--- config.mk ---
export PLATFORM = sky130hd
export DESIGN_NAME = image_window_ctrl
export DESIGN_NICKNAME = d
export VERILOG_FILES = /design/src/include/image_window_pkg.sv /design/src/rtl/correction_stage.sv /design/src/rtl/image_window_ctrl.sv
export VERILOG_INCLUDE_DIRS = /design/src /design/src/include
export SDC_FILE = /design/constraint.sdc
export NUM_CORES = 1
export LEC_CHECK = 0
export BUFFER_PORTS_ARGS = -buffer_cell sky130_fd_sc_hd__buf_4
export CAP_MARGIN = 20
export CELL_PAD_IN_SITES_DETAIL_PLACEMENT = 0
export CELL_PAD_IN_SITES_GLOBAL_PLACEMENT = 1
export CORE_AREA = 3 3 231 233
export CTS_BUF_LIST = sky130_fd_sc_hd__clkbuf_8 sky130_fd_sc_hd__clkbuf_16
export CTS_CLUSTER_SIZE = 28
export DETAILED_ROUTE_END_ITERATION = 7
export DIE_AREA = 0 0 234 236
export HOLD_SLACK_MARGIN = 0.15
export PLACE_DENSITY = 0.9
export REMOVE_ABC_BUFFERS = 1
export SLEW_MARGIN = 20
export SYNTH_ARGS = -nofsm -noshare
export SYNTH_HDL_FRONTEND = slang
export SYNTH_SLANG_ARGS = --single-unit
--- constraint.sdc ---
create_clock -name pclk -period 6.8 [get_ports pclk]
set_clock_uncertainty 0.1 [all_clocks]
set_input_delay 0.68 -clock pclk [delete_from_list [all_inputs] [get_ports pclk]]
set_output_delay 0.68 -clock pclk [all_outputs]
set_load 0.1 [all_outputs]
--- src/include/image_window_defs.svh ---
`ifndef IMAGE_WINDOW_DEFS_SVH
`define IMAGE_WINDOW_DEFS_SVH

// Geometry and stream widths
`define DIM_W            16
`define PIX_W            12
`define STAGE_NUM        8
`define TRIM_W           4

// Effective sensor array; values are build constants of this device
`define SENSOR_COLS      16'h0400
`define SENSOR_ROWS      16'h0200

// Window granularity and minimum size
`define WIDTH_ALIGN_MSB  4
`define HEIGHT_ALIGN_MSB 2
`define MIN_WIDTH        16'h0040
`define MIN_HEIGHT       16'h0010

// Register byte offsets
`define OFF_CTRL         8'h00
`define OFF_WIDTH        8'h04
`define OFF_HEIGHT       8'h08
`define OFF_HSTART       8'h0c
`define OFF_VSTART       8'h10
`define OFF_SENSOR_COLS  8'h14
`define OFF_SENSOR_ROWS  8'h18
`define OFF_WIDTH_LIMIT  8'h1c
`define OFF_HEIGHT_LIMIT 8'h20
`define OFF_STATUS       8'h24
`define OFF_STAGE_EN     8'h28
`define OFF_STAGE_TRIM   8'h2c

// Field positions and reset values
`define CTRL_STREAM_EN   0
`define STAT_REJECT      0
`define STAT_FRAME       1
`define CTRL_RESET       1'h0
`define STAGE_EN_RESET   8'h00
`define STAGE_TRIM_RESET 32'h0000_0000
`define HSTART_RESET     16'h0000

`endif

--- src/include/image_window_pkg.sv ---
`include "image_window_defs.svh"
`default_nettype none

package image_window_pkg;

    typedef enum logic [1:0] {
        FRAME_IDLE = 2'b01,
        FRAME_BUSY = 2'b10
    } frame_state_type;

    typedef logic [`PIX_W-1:0] pixel_type;
    typedef logic [`DIM_W-1:0] dim_type;

endpackage : image_window_pkg

`default_nettype wire

--- src/rtl/correction_stage.sv ---
`timescale 1ns/1ps
`default_nettype none
`include "image_window_defs.svh"

module correction_stage
    import image_window_pkg::*;
(
    // Clock and reset
    input  wire logic              pclk,
    input  wire logic              presetn,
    // Stage control
    input  wire logic              enable,
    input  wire logic [`TRIM_W-1:0] trim,
    // Pixel in
    input  wire logic              in_valid,
    input  wire logic              in_sof,
    input  wire logic              in_eol,
    input  wire pixel_type         in_data,
    // Pixel out
    output logic                   out_valid,
    output logic                   out_sof,
    output logic                   out_eol,
    output pixel_type              out_data
);

    // Signed trim, saturated so that a bright pixel never wraps to dark
    logic signed [`PIX_W+1:0] sum;
    pixel_type                corr_d;

    assign sum    = $signed({2'b00, in_data}) + $signed({{(`PIX_W-2){trim[`TRIM_W-1]}}, trim});
    assign corr_d = sum[`PIX_W+1] ? '0 : (sum[`PIX_W] ? '1 : sum[`PIX_W-1:0]);

    always_ff @(posedge pclk or negedge presetn)
    begin
        if (!presetn)
        begin
            out_valid <= 1'b0;
            out_sof   <= 1'b0;
            out_eol   <= 1'b0;
            out_data  <= '0;
        end
        else
        begin
            out_valid <= in_valid;
            out_sof   <= in_sof & in_valid;
            out_eol   <= in_eol & in_valid;
            out_data  <= enable ? corr_d : in_data;
        end
    end
endmodule : correction_stage

`default_nettype wire

--- src/rtl/image_window_ctrl.sv ---
// The register offsets and register access over APB were chosen for this implementation.
`timescale 1ns/1ps
`default_nettype none
`include "image_window_defs.svh"

module image_window_ctrl
    import image_window_pkg::*;
(
    // APB slave
    input  wire logic        pclk,
    input  wire logic        presetn,
    input  wire logic        psel,
    input  wire logic        penable,
    input  wire logic        pwrite,
    input  wire logic [7:0]  paddr,
    input  wire logic [31:0] pwdata,
    output logic             pready,
    output logic             pslverr,
    output logic [31:0]      prdata,
    // Full-sensor readout stream
    input  wire logic        sens_valid,
    input  wire logic        sens_sof,
    input  wire logic        sens_eol,
    input  wire pixel_type   sens_data,
    // Cropped stream to link
    output logic             out_valid,
    output logic             out_sof,
    output logic             out_eol,
    output pixel_type        out_data
);

    // Register state
    logic                    stream_en_q;
    dim_type                 width_q;
    dim_type                 height_q;
    dim_type                 hstart_q;
    logic                    reject_q;
    logic [`STAGE_NUM-1:0]   stage_en_q;
    logic [31:0]             stage_trim_q;
    frame_state_type         state_q;
    frame_state_type         state_d;

    // Window latched per frame so a change never tears a frame
    dim_type                 act_w_q;
    dim_type                 act_h_q;
    dim_type                 act_hs_q;
    dim_type                 act_vs_q;
    dim_type                 col_q;
    dim_type                 row_q;

    // APB decode
    wire access   = psel & penable;
    wire setup    = psel & ~penable;
    wire wr_en    = access & pwrite;
    wire sel_ctrl = paddr == `OFF_CTRL;
    wire sel_w    = paddr == `OFF_WIDTH;
    wire sel_h    = paddr == `OFF_HEIGHT;
    wire sel_hs   = paddr == `OFF_HSTART;
    wire sel_vs   = paddr == `OFF_VSTART;
    wire sel_sc   = paddr == `OFF_SENSOR_COLS;
    wire sel_sr   = paddr == `OFF_SENSOR_ROWS;
    wire sel_wl   = paddr == `OFF_WIDTH_LIMIT;
    wire sel_hl   = paddr == `OFF_HEIGHT_LIMIT;
    wire sel_st   = paddr == `OFF_STATUS;
    wire sel_en   = paddr == `OFF_STAGE_EN;
    wire sel_tr   = paddr == `OFF_STAGE_TRIM;
    wire sel_ro   = sel_vs | sel_sc | sel_sr | sel_wl | sel_hl;
    wire mapped   = sel_ctrl | sel_w | sel_h | sel_hs | sel_ro | sel_st | sel_en | sel_tr;

    // limits fixed at the sensor array size
    // No binning or decimation here, so the whole array is available
    dim_type width_limit;
    dim_type height_limit;
    assign width_limit  = `SENSOR_COLS;
    assign height_limit = `SENSOR_ROWS;

    // centred vertical start
    // Difference of two multiples of 8, so halving stays exact
    dim_type vstart;
    dim_type row_spare;
    assign row_spare = `SENSOR_ROWS - height_q;
    assign vstart    = {1'b0, row_spare[`DIM_W-1:1]};

    // Candidate checks on write data
    dim_type          wval;
    logic [`DIM_W:0]  w_span;
    logic [`DIM_W:0]  hs_span;
    assign wval    = pwdata[`DIM_W-1:0];
    wire   hi_zero = pwdata[31:`DIM_W] == '0;
    assign w_span  = {1'b0, wval} + {1'b0, hstart_q};
    assign hs_span = {1'b0, wval} + {1'b0, width_q};

    wire w_align = wval[`WIDTH_ALIGN_MSB:0] == '0;
    wire h_align = wval[`HEIGHT_ALIGN_MSB:0] == '0;
    wire w_min   = wval >= `MIN_WIDTH;
    wire h_min   = wval >= `MIN_HEIGHT;
    wire w_fit   = w_span <= {1'b0, width_limit};
    wire h_fit   = wval <= height_limit;
    wire hs_fit  = hs_span <= {1'b0, width_limit};
    wire w_ok    = hi_zero & w_align & w_min & w_fit;
    wire h_ok    = hi_zero & h_align & h_min & h_fit;
    wire hs_ok   = hi_zero & hs_fit;

    wire rejected = (sel_w & ~w_ok) | (sel_h & ~h_ok) | (sel_hs & ~hs_ok);
    wire bad_wr   = wr_en & rejected;
    wire ro_wr    = wr_en & sel_ro;

    assign pready  = 1'b1;
    assign pslverr = access & (~mapped | ro_wr | bad_wr);

    // read mux for all registers; loaded in setup cycle
    wire [31:0] rd_mux =
        sel_ctrl ? {31'h0, stream_en_q} :
        sel_w    ? {16'h0000, width_q} :
        sel_h    ? {16'h0000, height_q} :
        sel_hs   ? {16'h0000, hstart_q} :
        sel_vs   ? {16'h0000, vstart} :
        sel_sc   ? {16'h0000, `SENSOR_COLS} :
        sel_sr   ? {16'h0000, `SENSOR_ROWS} :
        sel_wl   ? {16'h0000, width_limit} :
        sel_hl   ? {16'h0000, height_limit} :
        sel_st   ? {30'h0, state_q == FRAME_BUSY, reject_q} :
        sel_en   ? {24'h00_0000, stage_en_q} :
        sel_tr   ? stage_trim_q : 32'h0000_0000;

    always_ff @(posedge pclk or negedge presetn)
    begin
        if (!presetn)
            prdata <= 32'h0000_0000;
        else if (setup & ~pwrite)
            prdata <= rd_mux;
    end

    always_ff @(posedge pclk or negedge presetn)
    begin
        if (!presetn)
        begin
            width_q  <= `SENSOR_COLS;
            height_q <= `SENSOR_ROWS;
            hstart_q <= `HSTART_RESET;
        end
        else if (wr_en & ~rejected)
        begin
            if (sel_w)
                width_q <= wval;
            if (sel_h)
                height_q <= wval;
            if (sel_hs)
                hstart_q <= wval;
        end
    end

    // Reject flag: a new reject wins over a clear in the same cycle
    wire reject_clr = wr_en & sel_st & pwdata[`STAT_REJECT];
    always_ff @(posedge pclk or negedge presetn)
    begin
        if (!presetn)
            reject_q <= 1'b0;
        else
            reject_q <= bad_wr | (reject_q & ~reject_clr);
    end

    always_ff @(posedge pclk or negedge presetn)
    begin
        if (!presetn)
        begin
            stream_en_q  <= `CTRL_RESET;
            stage_en_q   <= `STAGE_EN_RESET;
            stage_trim_q <= `STAGE_TRIM_RESET;
        end
        else if (wr_en)
        begin
            if (sel_ctrl)
                stream_en_q <= pwdata[`CTRL_STREAM_EN];
            if (sel_en)
                stage_en_q <= pwdata[`STAGE_NUM-1:0];
            if (sel_tr)
                stage_trim_q <= pwdata;
        end
    end

    // correction chain in fixed order
    // Stage 0 dark offset, 1 tap linearity, 2 response, 3 defect,
    // 4 flat field, 5 white balance, 6 gain/offset, 7 mirror slot
    logic [`STAGE_NUM:0] ch_valid;
    logic [`STAGE_NUM:0] ch_sof;
    logic [`STAGE_NUM:0] ch_eol;
    pixel_type           ch_data [0:`STAGE_NUM];

    assign ch_valid[0] = sens_valid;
    assign ch_sof[0]   = sens_sof;
    assign ch_eol[0]   = sens_eol;
    assign ch_data[0]  = sens_data;

    genvar gi;
    generate
        for (gi = 0; gi < `STAGE_NUM; gi = gi + 1)
        begin : g_stage
            correction_stage u_stage (
                .pclk      (pclk),
                .presetn   (presetn),
                .enable    (stage_en_q[gi]),
                .trim      (stage_trim_q[gi*`TRIM_W +: `TRIM_W]),
                .in_valid  (ch_valid[gi]),
                .in_sof    (ch_sof[gi]),
                .in_eol    (ch_eol[gi]),
                .in_data   (ch_data[gi]),
                .out_valid (ch_valid[gi+1]),
                .out_sof   (ch_sof[gi+1]),
                .out_eol   (ch_eol[gi+1]),
                .out_data  (ch_data[gi+1])
            );
        end
    endgenerate

    // Cropping on the corrected full frame keeps full-sensor quality
    wire       c_valid = ch_valid[`STAGE_NUM];
    wire       c_sof   = ch_sof[`STAGE_NUM] & c_valid;
    wire       c_eol   = ch_eol[`STAGE_NUM] & c_valid;

    // coordinates start at (0, 0) on frame start
    dim_type cur_col;
    dim_type cur_row;
    assign cur_col = c_sof ? '0 : col_q;
    assign cur_row = c_sof ? '0 : row_q;

    // Live settings apply from the first pixel of a frame
    dim_type win_w;
    dim_type win_h;
    dim_type win_hs;
    dim_type win_vs;
    assign win_w  = c_sof ? width_q  : act_w_q;
    assign win_h  = c_sof ? height_q : act_h_q;
    assign win_hs = c_sof ? hstart_q : act_hs_q;
    assign win_vs = c_sof ? vstart   : act_vs_q;

    logic [`DIM_W:0] x_end;
    logic [`DIM_W:0] y_end;
    dim_type         x_last;
    assign x_end  = {1'b0, win_hs} + {1'b0, win_w};
    assign y_end  = {1'b0, win_vs} + {1'b0, win_h};
    assign x_last = x_end[`DIM_W-1:0] - 16'h0001;

    wire in_x   = (cur_col >= win_hs) & ({1'b0, cur_col} < x_end);
    wire in_y   = (cur_row >= win_vs) & ({1'b0, cur_row} < y_end);
    wire in_win = c_valid & in_x & in_y & stream_en_q;
    wire row_end = c_eol & (cur_row == `SENSOR_ROWS - 16'h0001);

    always_ff @(posedge pclk or negedge presetn)
    begin
        if (!presetn)
        begin
            col_q    <= '0;
            row_q    <= '0;
            act_w_q  <= `SENSOR_COLS;
            act_h_q  <= `SENSOR_ROWS;
            act_hs_q <= `HSTART_RESET;
            act_vs_q <= '0;
        end
        else if (c_valid)
        begin
            col_q    <= c_eol ? '0 : cur_col + 16'h0001;
            row_q    <= c_eol ? cur_row + 16'h0001 : cur_row;
            act_w_q  <= win_w;
            act_h_q  <= win_h;
            act_hs_q <= win_hs;
            act_vs_q <= win_vs;
        end
    end

    always_ff @(posedge pclk or negedge presetn)
    begin
        if (!presetn)
        begin
            out_valid <= 1'b0;
            out_sof   <= 1'b0;
            out_eol   <= 1'b0;
            out_data  <= '0;
        end
        else
        begin
            out_valid <= in_win;
            out_sof   <= in_win & (cur_col == win_hs) & (cur_row == win_vs);
            out_eol   <= in_win & (cur_col == x_last);
            out_data  <= ch_data[`STAGE_NUM];
        end
    end

    // Frame tracking for status
    always_comb
    begin
        state_d = state_q;
        case (state_q)
            FRAME_IDLE: if (c_sof) state_d = FRAME_BUSY;
            FRAME_BUSY: if (row_end) state_d = FRAME_IDLE;
            default:    state_d = FRAME_IDLE;
        endcase
    end

    always_ff @(posedge pclk or negedge presetn)
    begin
        if (!presetn)
            state_q <= FRAME_IDLE;
        else
            state_q <= state_d;
    end

    // Assertion helpers
    logic    seen_q;
    dim_type ocnt_q;
    always_ff @(posedge pclk or negedge presetn)
    begin
        if (!presetn)
        begin
            seen_q <= 1'b0;
            ocnt_q <= '0;
        end
        else
        begin
            seen_q <= 1'b1;
            if (out_valid)
                ocnt_q <= out_eol ? '0 : ocnt_q + 16'h0001;
        end
    end
endmodule : image_window_ctrl

`default_nettype wire

==> summary.md <==
| Metric | Value |
|---|---|
| Post-synth EDFFs | `0` |
| Worst slew margin | `0.336` |
| Sequential fraction of the synthesis area | `0.361` |
| Yosys reg bits | `355` |
| Clk slew on worst S/H paths | `0.06 ns` |
| Top FF cell, synth | `dfrtp_1` |
| Synth Warn # | `0` |
| Non-filler cells in the finished layout | `3403` |
| Share of the synthesized area in the top cell type | `0.355` |
| CP arrival | `6.02 ns` |
| FP Rows | `83` |
| Fin nets | `2998` |
| # IOs | `109` |
| Share of cells above drive strength 1 | `0.149` |
| Worst-Margin Slew | `0.989 ns` |
| Vias post-DR | `19800` |
| Number of H-tree levels | `2` |
| Sink Count | `355` |
| Longest Clk Path Bufs | `3` |
| CP Buf/Inv Count | `0` |
| Drt drc | `0` |
| Synth unique cells | `101` |
| Wire length of the first global-routing pass | `102000 microns` |
| MaxCap Viol Count | `0` |
| Global route overflow | `0` |
| Critical path's top delay family | `compound AO/OA/AOI/OAI gates` |
| First DRT Iteration DRCs | `1416` |
| Post CTS Setup Buffer Count | `0` |
| Detailed placement HPWL | `48200 microns` |
| Vias per cell | `5.81` |
| Dominant cell type by area after synthesis | `dfrtp_1` |
| Post-Syn Area | `24700 sq um` |
| Final setup fails | `0` |
| Cell breakdown of the critical path | `nand2_4, mux2_2, ha_1, fa_1, a211oi_1, o21ai_0, a31o_2, o31a_1, and3_1, nor3_1, ha_1, a21o_1, a21oi_1, o21ai_0, a21oi_1, a211o_2, o211ai_2, a2111oi_2, o311a_1` |
| Die ar. | `55200 sq um` |
| Largest net degree at the start of global routing | `138` |
| Fillers | `4473` |
| Setup crit end kind | `flop` |
| Synth top area cells | `dfrtp_1, ha_1, mux2_2, xnor2_1, inv_1` |
| Core area | `51400 sq um` |
| Area Growth Syn to Fin | `11.7%` |
| Crit path kind | `reg -> reg` |
| Remaining antenna violation count | `0` |
| CP max FO | `39` |
| Status | `complete, no violations` |
| Worst hold path class | `in -> reg` |
| Initial Utilization | `0.480` |
| Required @ worst endpoint | `7.20 ns` |
| Crit path time final | `5.62 ns` |
| Pwr dens | `195 nW/um^2` |
| Port-buffer cells | `107` |
| Mapped Cells | `2619` |
| Final wirelength | `63200 microns` |
| Final Hold Viols | `0` |
| Cts repair resizes | `0` |
| Vias in the first global route | `20000` |
| RSZ-0062 raised after global routing | `no` |
| Tot GR Track Use | `0.227` |
| Peak Freq | `178 MHz` |
| CP max stage delay | `0.46 ns` |
| CTS tree | `built` |
| WL per Instance | `18.6 microns` |
| Type of origin of the critical path | `flop` |
| FFs w/ async S/R, synth | `1.00` |
| Placed insts | `3326` |
| Clk_lat worst skew | `0.57 ns` |
| Root buffer cell | `clkbuf_16` |
| Overall die height | `236 microns` |
| Initial antenna violation count | `1` |
| Final weighted congestion in routability-driven placement | `0.910` |
| CTS Buf Count | `41` |
| DR pass1 iterations | `6` |
| Die width | `234 microns` |
| Final period util | `0.827` |
| Final setup margin | `1.18 ns` |
| Slowest CP cell | `fa_1` |
| Pre-CTS WS | `1.25 ns` |
| Pins Over Slew Limit | `0` |
| Average size of a mapped cell | `9.41 sq um` |
| Worst IR Drop VDD | `0.152 mV` |
| Lkg Pwr | `0.0136 uW` |
==> synth_stat cells (14+ instances only) <==
master       n
dfrtp_1    350
ha_1       235
inv_1      221
nor2_1     207
nand2_1    176
mux2_2     165
o21ai_0    129
a21oi_1    120
o22ai_1    105
xnor2_1    100
clkbuf_1    75
xor2_1      62
and2_1      55
nor3_1      52
a21o_1      49
nor2b_1     43
nand3_1     40
o21a_1      28
and3_1      24
mux2i_1     21
a31oi_1     19
a211oi_1    17
a2111oi_0   16
nor4_1      16
nand4_1     15
o31ai_1     15
a22oi_1     14
o41ai_1     14
==> metrics by stage <==
step	hold slack [ns]	setup TNS (ns)	utilization	power (uW)	cell area (sq um)
detailed placement	0.235	0	0.507	3020	26100
global placement	0.233	0	0.507	2990	26100
global route	0.223	0	0.536	5580	27500
CTS	0.216	0	0.536	5410	27500
floorplan	0.231	-3.99	-	2770	24300
finish	0.242	0	0.536	5370	27500
==> cell usage in the layout (no fill, tap or decap), types with 12 or more instances in the layout <==
master	synthesis	routed
o22ai_1	105	105
a2111oi_0	16	16
nor2b_1	43	43
buf_4	1	118
a21boi_0	12	12
o21ai_0	129	129
a21oi_1	120	120
a31oi_1	19	19
o31ai_1	15	15
nand2_1	176	175
nor4_1	16	16
dfrtp_1	350	350
xnor2_1	100	100
inv_1	221	232
mux2i_1	21	21
ha_1	235	235
nand3_1	40	40
mux2_2	165	165
xor2_1	62	62
fa_1	12	12
a21o_1	49	49
o211ai_1	12	12
nand2b_1	12	12
nor3_1	52	52
o41ai_1	14	14
a211oi_1	17	17
a22oi_1	14	14
o21a_1	28	28
and3_1	24	24
a31o_2	12	12
and2_1	55	55
nor2_1	207	207
nand4_1	15	15
clkbuf_16	0	42
==> path summary, 6_finish.rpt <==
kind	startpoint	end	slack, ns	depth (start not counted)
setup / recovery	g_stage[7].u_stage.out_sof	out_eol	1.18	19
hold / removal	sens_sof	g_stage[0].u_stage.out_sof	0.24	2
setup reg to reg	g_stage[7].u_stage.out_sof	out_eol	1.18	19
hold reg to reg	g_stage[7].u_stage.out_data[4]	out_data[4]	0.25	0
max in group asynchronous	presetn	hstart_q[6]	4.67	3
min in group asynchronous	presetn	g_stage[7].u_stage.out_data[8]	0.56	2
==> what timing repair did <==
action                                  in CTS  in global routing
endpoints found under the hold margin       66                  0
endpoints found under the setup margin       0                  0
hold buffers                                 2                  0
==> sequential cells by signal (all words and copies together) (netlist names), 2 cells and up <==
name and flops:
width_q 16, g_stage.u_stage.out_eol 8, hstart_q 16, stage_en_q 8, prdata 32, col_q 16, act_vs_q 16, g_stage.u_stage.out_data 96
act_w_q 16, g_stage.u_stage.out_valid 8, act_h_q 16, height_q 16, out_data 12, row_q 16, g_stage.u_stage.out_sof 8, stage_trim_q 32
state_q 2, act_hs_q 16
==> kinds of logic (layout without fill, tap and decap cells) <==
kind of cell	count (synthesis)	count (layout)	share of synthesized area
muxes	196	196	0.0886
buffers and inverters	316	419	0.0498
other	1	2	0.000152
adders and majority gates	249	249	0.130
DFF	355	355	0.361
and+or+nand+nor	686	686	0.134
AOI/OAI and AO/OA	652	652	0.177
xor gates and xnor gates	164	164	0.0594
==> power by group <==
part | leakage [uW] | switching, uW | internal (uW) | total (uW)
Clock | 0.000760 | 910 | 1480 | 2390
Combinational | 0.00820 | 453 | 285 | 738
Sequential | 0.00462 | 64.8 | 2180 | 2250
Total | 0.0136 | 1430 | 3950 | 5370
==> worst reg2reg max path: cells and delay by family (launching register included) <==
family / cells / cell delay, ns
adder cells (fa/ha/maj): 3 / 1.06
AO/OA/AOI/OAI: 12 / 2.60
multiplexers: 1 / 0.41
flip-flops: 1 / 0.40
AND/OR/NAND/NOR: 3 / 1.00
==> final cells by class <==
class,instances,area [sq um],area share
Timing Repair Buffer,123,952,0.0346
Multi-Input combinational cell,1948,14500,0.528
Inverter,222,833,0.0303
Antenna cell,1,2.50,0.0000909
Tap cell,680,851,0.0309
Sequential cell,355,8890,0.323
Clock inverter,27,337,0.0122
Clock buffer,47,1120,0.0407
==> routing by layer <==
layer / part of all wire / vias up / global-route usage
met1: 0.42 / 9479 / 0.293
li1: - / 9520 / -
met2: 0.46 / 639 / 0.366
met5: 0 / - / 0
met3: 0.090 / 140 / 0.0621
met4: 0.034 / 0 / 0.0766
No activity file was read; power rests on OpenSTA's default activity.
